===== config.mk =====
export PLATFORM = sky130hd
export DESIGN_NAME = mmvd_top
export DESIGN_NICKNAME = d
export VERILOG_FILES = /design/src/include/mmvd_pkg.sv /design/src/design/mmvd_top.sv
export SDC_FILE = /design/constraint.sdc
export NUM_CORES = 2
export LEC_CHECK = 0
export ABC_CLOCK_PERIOD_IN_PS = 6700
export BUFFER_PORTS_ARGS = -buffer_cell sky130_fd_sc_hd__buf_2
export CAP_MARGIN = 5
export CORE_MARGIN = 4
export CORE_UTILIZATION = 60
export CTS_BUF_LIST = sky130_fd_sc_hd__clkbuf_8
export DETAILED_ROUTE_END_ITERATION = 6
export HOLD_SLACK_MARGIN = 0.05
export PLACE_DENSITY = 0.77
export SLEW_MARGIN = 20
export SYNTH_ARGS = -nofsm -noshare
export SYNTH_HDL_FRONTEND = slang
export SYNTH_SLANG_ARGS = --single-unit
export TNS_END_PERCENT = 1

===== constraint.sdc =====
create_clock -name CLK_SYS -period 6.7 [get_ports CLK_SYS]
set_input_delay 1.34 -clock CLK_SYS [delete_from_list [all_inputs] [get_ports CLK_SYS]]
set_output_delay 1.34 -clock CLK_SYS [all_outputs]
set_load 0.01 [all_outputs]

===== src/include/mmvd_pkg.sv =====
/*
 * Shared constants and types of the memory map and vector decoder.
 * Assumes an 8-bit classic Wishbone master with a 16-bit byte address.
 */
package mmvd_pkg;
  // Fixed register addresses; the vector control word sits in a free slot.
  localparam logic [15:0] ADDR_SUPPLY   = 16'hFE0F;
  localparam logic [15:0] ADDR_PROTECT  = 16'hFF7E;
  localparam logic [15:0] ADDR_WDOG     = 16'hFFFF;
  localparam logic [15:0] ADDR_VEC_CTRL = 16'hFE0B;
  // Memory regions.
  localparam logic [15:0] RAM_LO   = 16'h0060;
  localparam logic [15:0] RAM_HI   = 16'h015F;
  localparam logic [15:0] PAGE0_HI = 16'h00FF;
  localparam logic [15:0] ROM_LO   = 16'hFE10;
  localparam logic [15:0] ROM_HI   = 16'hFF48;
  localparam logic [15:0] FLASH_LO = 16'hE000;
  localparam logic [15:0] VEC_LO   = 16'hFFD2;
  localparam int          VEC_BYTES = 46;
  localparam int          VEC_SRCS  = 17;
  // Field positions and reset values.
  localparam int          TRIP_BIT    = 7;
  localparam int          TSEL_BIT    = 5;
  localparam int          WREN_BIT    = 0;
  localparam int          HVEN_BIT    = 1;
  localparam logic [7:0]  SUPPLY_RST  = 8'h00;
  localparam logic [7:0]  PROTECT_RST = 8'hFF;
  localparam logic [7:0]  ROM_FILL    = 8'h9D;
  localparam logic [15:0] SP_RST      = 16'h00FF;
  localparam logic [15:0] INT_FRAME   = 16'h0005;
  localparam logic [15:0] CALL_FRAME  = 16'h0002;

  // Stack pointer commands from the core.
  typedef enum logic [2:0] {
    SP_NONE = 3'h0, SP_PUSH = 3'h1, SP_PULL = 3'h2, SP_INT = 3'h3,
    SP_RTI  = 3'h4, SP_CALL = 3'h5, SP_RTS  = 3'h6, SP_LOAD = 3'h7
  } mmvd_spop_type;

  // One bus request as it is taken.
  typedef struct packed {
    logic [15:0] adr;
    logic        we;
    logic        sel;
    logic [7:0]  dat;
  } mmvd_req_type;

  // Vector address of source n, lowest priority first; n = 16 is reset.
  function automatic logic [15:0] mmvd_vec_addr(input logic [4:0] n);
    logic [15:0] a;
    a = 16'hFFFE;
    unique case (n)
      5'h00: a = 16'hFFD2;
      5'h01: a = 16'hFFD4;
      5'h02: a = 16'hFFD6;
      5'h03: a = 16'hFFDC;
      5'h04: a = 16'hFFDE;
      5'h05: a = 16'hFFE0;
      5'h06: a = 16'hFFE2;
      5'h07: a = 16'hFFE4;
      5'h08: a = 16'hFFEA;
      5'h09: a = 16'hFFEC;
      5'h0A: a = 16'hFFEE;
      5'h0B: a = 16'hFFF0;
      5'h0C: a = 16'hFFF6;
      5'h0D: a = 16'hFFF8;
      5'h0E: a = 16'hFFFA;
      5'h0F: a = 16'hFFFC;
      default: a = 16'hFFFE;
    endcase
    return a;
  endfunction : mmvd_vec_addr
endpackage : mmvd_pkg


===== src/design/mmvd_top.sv =====
/*
 * Memory map and vector decoder: RAM, monitor ROM, vector table,
 * supply monitor, flash protect start, watchdog clear and stack pointer.
 * Assumes a classic 8-bit Wishbone master on CLK_SYS and a CPU core
 * that issues stack commands and interrupt requests on the same clock.
 */
// Behaviour
// - Supply monitor register: bit 7 read-only trip flag, bit 5 level select.
// - Top address reads reset vector low byte; any write clears watchdog.
// - Vectors are byte pairs at the top, high byte at even address.
// - Serial vectors: transmit, receive, error from the lowest vector up.
// - Converter then second timer overflow, channel 1, channel 0 vectors.
// - First timer: overflow, four reserved bytes, channel 1, channel 0.
// - Upper vectors: motor PWM, faults, PLL, external, software, reset.
// - Higher vector address means higher interrupt priority.
// - Monitor ROM is decoded read-only in its reserved range.
// - 256 bytes of read/write RAM over its fixed contiguous range.
// - Stack pointer is 16 bits; software keeps it inside RAM.
// - 160 RAM bytes lie in page zero.
// - Stack pointer resets to its page-zero location.
// - Interrupt entry pushes five context bytes, no index-high byte.
// - Subroutine call pushes a two-byte return address.
// - Stack pointer decrements on push and increments on pull.
// - From protect start to top of memory high voltage cannot enable.
`timescale 1ns/100ps
module mmvd_top (
  input  wire logic        CLK_SYS,
  input  wire logic        RESET_N,
  input  wire logic        CLK_EN,
  input  wire logic        WB_CYC_I,
  input  wire logic        WB_STB_I,
  input  wire logic        WB_WE_I,
  input  wire logic        WB_SEL_I,
  input  wire logic [15:0] WB_ADR_I,
  input  wire logic [7:0]  WB_DAT_I,
  output logic      [7:0]  WB_DAT_O,
  output logic             WB_ACK_O,
  input  wire logic        SUPPLY_TRIP,
  output logic             TRIP_LEVEL_SEL,
  output logic             WDOG_CLEAR,
  output logic             HV_ENABLE,
  input  wire logic [16:0] INT_REQ,
  output logic             INT_PENDING,
  output logic      [15:0] INT_VECTOR,
  input  wire logic [2:0]  STACK_OP,
  input  wire logic [15:0] STACK_LOAD,
  output logic      [15:0] STACK_PTR,
  output logic             STACK_IN_PAGE0
);
  mmvd_pkg::mmvd_req_type  req;
  mmvd_pkg::mmvd_spop_type sp_op;
  logic [7:0]  ram_mem [0:255];
  logic [7:0]  vec_mem [0:mmvd_pkg::VEC_BYTES-1];
  logic        ack_q, trip_s1_q, trip_s2_q, tsel_q;
  logic        wren_q, hven_q, wdog_q, pend_q;
  logic [7:0]  dat_q, prot_q;
  logic [15:0] sp_q, sp_d, lat_q, ivec_q;
  logic        take, wr, in_ram, in_rom, in_vec, in_flash;
  logic        is_sup, is_prot, is_wdog, is_vctl, prot_hit, lat_hit;
  logic        prot_none, vec_wr, pg0_q;
  logic [15:0] ram_off, vec_off, prot_start;
  logic [7:0]  rd_data, sup_rd, vctl_rd;
  logic        win_any;
  logic [4:0]  win_idx;

  // Request carrier and handshake; one wait state, ack drops after one.
  assign req     = '{adr: WB_ADR_I, we: WB_WE_I, sel: WB_SEL_I,
                     dat: WB_DAT_I};
  assign take    = CLK_EN & WB_CYC_I & WB_STB_I & ~ack_q;
  assign wr      = take & req.we & req.sel;
  assign sp_op   = mmvd_pkg::mmvd_spop_type'(STACK_OP);

  // Address decode of every region and register.
  assign in_ram  = req.adr >= mmvd_pkg::RAM_LO &&
                   req.adr <= mmvd_pkg::RAM_HI;
  assign in_rom  = req.adr >= mmvd_pkg::ROM_LO &&
                   req.adr <= mmvd_pkg::ROM_HI;
  assign in_vec  = req.adr >= mmvd_pkg::VEC_LO;
  assign in_flash = req.adr >= mmvd_pkg::FLASH_LO && !in_rom &&
                    !is_sup && !is_prot && !is_vctl && !is_wdog;
  assign is_sup  = req.adr == mmvd_pkg::ADDR_SUPPLY;
  assign is_prot = req.adr == mmvd_pkg::ADDR_PROTECT;
  assign is_wdog = req.adr == mmvd_pkg::ADDR_WDOG;
  assign is_vctl = req.adr == mmvd_pkg::ADDR_VEC_CTRL;
  assign ram_off = req.adr - mmvd_pkg::RAM_LO;
  assign vec_off = req.adr - mmvd_pkg::VEC_LO;

  // Protected range runs from the protect start up to the top of memory.
  // The reset value protects nothing, so vectors stay writable until
  // software narrows the range on purpose.
  assign prot_start = {2'b11, prot_q, 6'h00};
  assign prot_none  = prot_q == mmvd_pkg::PROTECT_RST;
  assign prot_hit   = !prot_none && req.adr >= prot_start;
  assign lat_hit    = !prot_none && lat_q >= prot_start;
  // Vector bytes store only when enabled and unprotected; the top byte
  // is the watchdog clear and is never stored.
  assign vec_wr     = wr && in_vec && !is_wdog && wren_q && !prot_hit;

  // Read data selection; unmapped addresses read zero.
  assign sup_rd  = {trip_s2_q, 1'b0, tsel_q, 5'h00};
  assign vctl_rd = {6'h00, hven_q, wren_q};
  assign rd_data = is_sup  ? sup_rd :
                   is_prot ? prot_q :
                   is_vctl ? vctl_rd :
                   in_vec  ? vec_mem[vec_off[5:0]] :
                   in_rom  ? mmvd_pkg::ROM_FILL :
                   in_ram  ? ram_mem[ram_off[7:0]] : 8'h00;

  // Bus answer register; reads never disturb any other state.
  always_ff @(posedge CLK_SYS) begin
    if (!RESET_N) begin
      ack_q <= 1'b0;
      dat_q <= 8'h00;
    end else if (CLK_EN) begin
      ack_q <= take;
      if (take) begin
        dat_q <= rd_data;
      end
    end
  end

  // Trip flag comes from the analogue comparator, so it is synchronised.
  always_ff @(posedge CLK_SYS) begin
    if (!RESET_N) begin
      trip_s1_q <= 1'b0;
      trip_s2_q <= 1'b0;
    end else if (CLK_EN) begin
      trip_s1_q <= SUPPLY_TRIP;
      trip_s2_q <= trip_s1_q;
    end
  end

  // Control registers; the protect start resets to protect nothing.
  always_ff @(posedge CLK_SYS) begin
    if (!RESET_N) begin
      tsel_q <= mmvd_pkg::SUPPLY_RST[mmvd_pkg::TSEL_BIT];
      prot_q <= mmvd_pkg::PROTECT_RST;
      wren_q <= 1'b0;
      wdog_q <= 1'b0;
    end else if (CLK_EN) begin
      wdog_q <= wr & is_wdog;
      if (wr && is_sup) begin
        tsel_q <= req.dat[mmvd_pkg::TSEL_BIT];
      end
      if (wr && is_prot) begin
        prot_q <= req.dat;
      end
      if (wr && is_vctl) begin
        wren_q <= req.dat[mmvd_pkg::WREN_BIT];
      end
    end
  end

  // High voltage is refused while the last flash target is protected.
  always_ff @(posedge CLK_SYS) begin
    if (!RESET_N) begin
      hven_q <= 1'b0;
      lat_q  <= 16'h0000;
    end else if (CLK_EN) begin
      if (wr && in_flash) begin
        lat_q <= req.adr;
      end
      if (wr && is_vctl) begin
        hven_q <= req.dat[mmvd_pkg::HVEN_BIT] & ~lat_hit;
      end
    end
  end

  // Memories carry no reset, so they read unknown until written.
  always_ff @(posedge CLK_SYS) begin
    if (CLK_EN && wr && in_ram) begin
      ram_mem[ram_off[7:0]] <= req.dat;
    end
    if (vec_wr) begin
      vec_mem[vec_off[5:0]] <= req.dat;
    end
  end

  // Highest pending source wins: later index means higher address.
  always_comb begin
    win_any = 1'b0;
    win_idx = 5'h00;
    for (int i = 0; i < mmvd_pkg::VEC_SRCS; i++) begin
      if (INT_REQ[i]) begin
        win_any = 1'b1;
        win_idx = 5'(i);
      end
    end
  end

  // Vector address for the winner, from the fixed table.
  always_ff @(posedge CLK_SYS) begin
    if (!RESET_N) begin
      pend_q <= 1'b0;
      ivec_q <= 16'hFFFE;
    end else if (CLK_EN) begin
      pend_q <= win_any;
      ivec_q <= mmvd_pkg::mmvd_vec_addr(win_idx);
    end
  end

  // Stack pointer update; the index-high byte is not part of the frame.
  always_comb begin
    sp_d = sp_q;
    unique case (sp_op)
      mmvd_pkg::SP_PUSH: sp_d = sp_q - 16'h0001;
      mmvd_pkg::SP_PULL: sp_d = sp_q + 16'h0001;
      mmvd_pkg::SP_INT:  sp_d = sp_q - mmvd_pkg::INT_FRAME;
      mmvd_pkg::SP_RTI:  sp_d = sp_q + mmvd_pkg::INT_FRAME;
      mmvd_pkg::SP_CALL: sp_d = sp_q - mmvd_pkg::CALL_FRAME;
      mmvd_pkg::SP_RTS:  sp_d = sp_q + mmvd_pkg::CALL_FRAME;
      mmvd_pkg::SP_LOAD: sp_d = STACK_LOAD;
      mmvd_pkg::SP_NONE: sp_d = sp_q;
    endcase
  end

  // Page-zero RAM starts with RAM and ends at the page boundary.
  function automatic logic in_page0(input logic [15:0] a);
    return (a >= mmvd_pkg::RAM_LO) && (a <= mmvd_pkg::PAGE0_HI);
  endfunction : in_page0

  // Full 16-bit pointer; keeping it in RAM is the software's duty.
  // The page-zero flag is taken from the next value so that it stays
  // aligned with the pointer and still leaves from a flip-flop.
  always_ff @(posedge CLK_SYS) begin
    if (!RESET_N) begin
      sp_q  <= mmvd_pkg::SP_RST;
      pg0_q <= in_page0(mmvd_pkg::SP_RST);
    end else if (CLK_EN) begin
      sp_q  <= sp_d;
      pg0_q <= in_page0(sp_d);
    end
  end

  // Outputs straight from flip-flops.
  assign WB_ACK_O       = ack_q;
  assign WB_DAT_O       = dat_q;
  assign TRIP_LEVEL_SEL = tsel_q;
  assign WDOG_CLEAR     = wdog_q;
  assign HV_ENABLE      = hven_q;
  assign INT_PENDING    = pend_q;
  assign INT_VECTOR     = ivec_q;
  assign STACK_PTR      = sp_q;
  assign STACK_IN_PAGE0 = pg0_q;
endmodule : mmvd_top


==> summary.md <==
| Metric | Value |
|---|---|
| Synth area leaders | edfxtp_1, mux4_2, nor2_1 |
| Clock Path Buffers | 4 |
| Final non-filler cell total | 7,529 |
| Critical-path maximum fanout | 66 |
| Clk slew on worst S/H paths | 60 ps |
| Skew final | ~100 ps |
| Cell Area, Synth | between 90,000 and 100,000 µm² |
| Crit path time final | just under 5000 ps |
| Critical Path AT | just under 6000 ps |
| GR Util met2 | 43.54% |
| Met1 Usage GRT | 40.42% |
| Synth area leader | edfxtp_1 |
| Placed inst area | 102,200 µm² |
| 1st-pass router iterations | 6 |
| Int Power | 0.02357 W |
| Worst-skew pair later-pin latency | 1060 ps |
| Setup Viol. Count Final | 0 |
| Nets | 5,181 |
| Core box area | 163,300 µm² |
| Crit path kind | in2reg |
| Leakage | 34.53 nW |
| Post-cts sizing count | 0 |
| Worst VDD drop | ~290 µV |
| Multi-input logic area | approximately 24,000 µm² |
| F_max | 202.1 MHz |
| Residual DRC | 0 |
| Final period util | 73.86% |
| CTS Hold Bufs | 0 |
| Gr busiest metal | met2 |
| Startpoint types | primary input |
| EDFF count, synth | 2,416 |
| Min-delay worst type | reg2reg |
| Vias in the first global route | between 50,000 and 60,000 |
| Rel. slew slack | 14.06% |
| Initial antenna violation count | 11 |
| Total track usage | 28.34% |
| Synth cell count leaders | edfxtp_1, mux4_2, nor2_1 |
| CP Capture Type | flop |
| Die Wd | 414.2 µm |
| PD cells | approximately 280 nW/µm² |
| Switching Share | 22.94% |
| NetSw | around 0.0070 W |
| Vias | 50,940 |
| Chip height | 414.2 µm |
| Worst slew pin tran | 1289 ps |
| Hold Vio Cnt, Final | 0 |
| Layout cells sized above 1 | 27.31% |
| Layout area overhead | 10.16% |
| Post-route ant nets | 0 |
| Post-Layout Inst Area | 109,000 µm² |
| Post-synth top area share | 73.29% |
| FILL cells | 10,010 |
| Gr ovfl total | 0 |
| Post-synthesis sequential area ratio | 74.55% |
| Setup TNS | 0 ps |
| CTS Buf Count | just under 400 |
| Worst EP required | 7640 ps |
| Root Buffer Master | clkbuf_8 |
| Status | finished, final reports clean |
| Ys Warns | 0 |
| Flop2flop setup slack | about 2700 ps |
| Avg Vias per Cell | 6.766 |
| Mapped Cells | 4,713 |
| First-pass GRT wire length | ~360 mm |
| Drt wl/cell | approximately 32 µm |
| Pin count of the biggest net entering global routing | 177 |
| Cell count after placement | 6,837 |
| Reg power frac | 55.7% |
| Clock sink total | 2,478 |
| Distinct cell type count after synthesis | 76 |
| Iter 0 DRT Violations | between 7,000 and 8,000 |
| H-tree levels | 5 |
| Die Footprint | approximately 170,000 µm² |
| GPL Wtd Cong | 0.9024 |
| I/O pin count | 114 |
| Logic pwr share | 6.6% |
| # rows | 148 |
| Clock power frac | 37.7% |
| Count of input and output buffers | between 100 and 150 |
| Slew Viols, Final | 0 |
| Post-DP HPWL | 145.3 mm |
| CTS tree | built |
| Most common cell in the netlist | edfxtp_1 |
| Post-Syn Area per Cell | 21.00 µm² |
| Asr flop ratio synth | 0% |
| Seq cells post-synth | 2,478 |
| Grt met3 use | 6.655% |
| Synth Flop Type | edfxtp_1 |
| Max capacitance violation total | 0 |
| Starting Density | 60.61% |
| FF+latch area | 73,790 µm² |
| Final wirelength | 241.5 mm |
| Total setup buffers inserted after CTS | 0 |
| RSZ-0062 raised after global routing | false |
-- power groups by stage --
stage                     Sequential (W)  Combinational, W  Clock [W]
after global placement            0.0174           0.00197          0
after CTS                         0.0170           0.00201     0.0116
after detailed placement          0.0174           0.00200          0
after floorplan                   0.0174           0.00118          0
final                             0.0170           0.00203     0.0115
after global routing              0.0170           0.00213     0.0124
-- placed cells by master (no fill, tap or decap), drive strengths merged, types with 39 or more instances in the layout --
| cell | count |
|---|---|
| o21ai | 50 |
| nor2 | 367 |
| a21oi | 62 |
| mux4 | 740 |
| buf | 211 |
| edfxtp | 2416 |
| dfxtp | 62 |
| ha | 58 |
| clkinv | 153 |
| inv | 156 |
| nand2 | 150 |
| a22oi | 39 |
| clkbuf | 400 |
| nand3 | 64 |
-- kinds of logic after synthesis --
| family | count (synthesis) | share of synthesized area [%] |
|---|---|---|
| buffers and inverters | 309 | 1.593 |
| xor gates and xnor gates | 26 | 0.2300 |
| other | 2 | 0.007587 |
| muxes | 786 | 17.31 |
| DFF | 2478 | 74.55 |
| AOI/OAI and AO/OA | 354 | 2.501 |
| and+or+nand+nor | 698 | 3.036 |
| adders and majority gates | 60 | 0.7736 |
-- registers in the layout (all words and copies together) (netlist names) --
name and count:
trip_s2_q 1, STACK_IN_PAGE0 1, ram_mem 2048, WDOG_CLEAR 1, WB_DAT_O 8, trip_s1_q 1
vec_mem 368, INT_VECTOR 5, prot_q 8, INT_PENDING 1, HV_ENABLE 1, STACK_PTR 16
wren_q 1, WB_ACK_O 1, lat_q 16, TRIP_LEVEL_SEL 1
-- per-stage QoR --
step / utilization [%] / hold slack, ps / setup slack [ps] / total power [W]
floorplan: - / 441.0 / 1498 / 0.01854
global placement: 62.53 / 448.3 / 946.8 / 0.01933
detailed placement: 62.55 / 453.3 / 910.0 / 0.01936
CTS: 66.75 / 467.7 / 2037 / 0.03066
global route: 66.76 / 497.3 / 1813 / 0.03159
finish: 66.76 / 467.4 / 1751 / 0.03059
-- metal layers --
layer / part of all wire, % / up-vias
met5: 0.019 / -
met4: 4.1 / 6
met3: 12 / 583
met2: 48 / 3669
met1: 36 / 26240
li1: - / 20440
-- worst max-delay path, cell delays in order --
cell,delay [ps]
buf_8,600
buf_12,340
mux4_2,570
mux4_2,510
a22oi_1,530
nand2_1,300
a22oi_1,710
a21oi_1,150
nand2b_1,220
a32oi_1,260
o21ai_1,80
-- layout make-up --
class	count	area share (%)
antenna	8	0.01836
multi-input combinational	1935	21.80
inverter	38	0.1308
sequential	2478	67.67
tap	2175	2.496
timing repair buffer	211	1.593
clock inverter	284	1.245
clock buffer	400	5.049
-- worst paths after layout --
kind,start,endpoint,cells after the start
setup reg to reg,WB_ACK_O,ram_mem[236][1],7
hold / removal,lat_q[14],lat_q[14],1
hold reg to reg,lat_q[14],lat_q[14],1
setup / recovery,WB_ADR_I[0],WB_DAT_O[3],11
No activity file was read; power rests on OpenSTA's default activity.
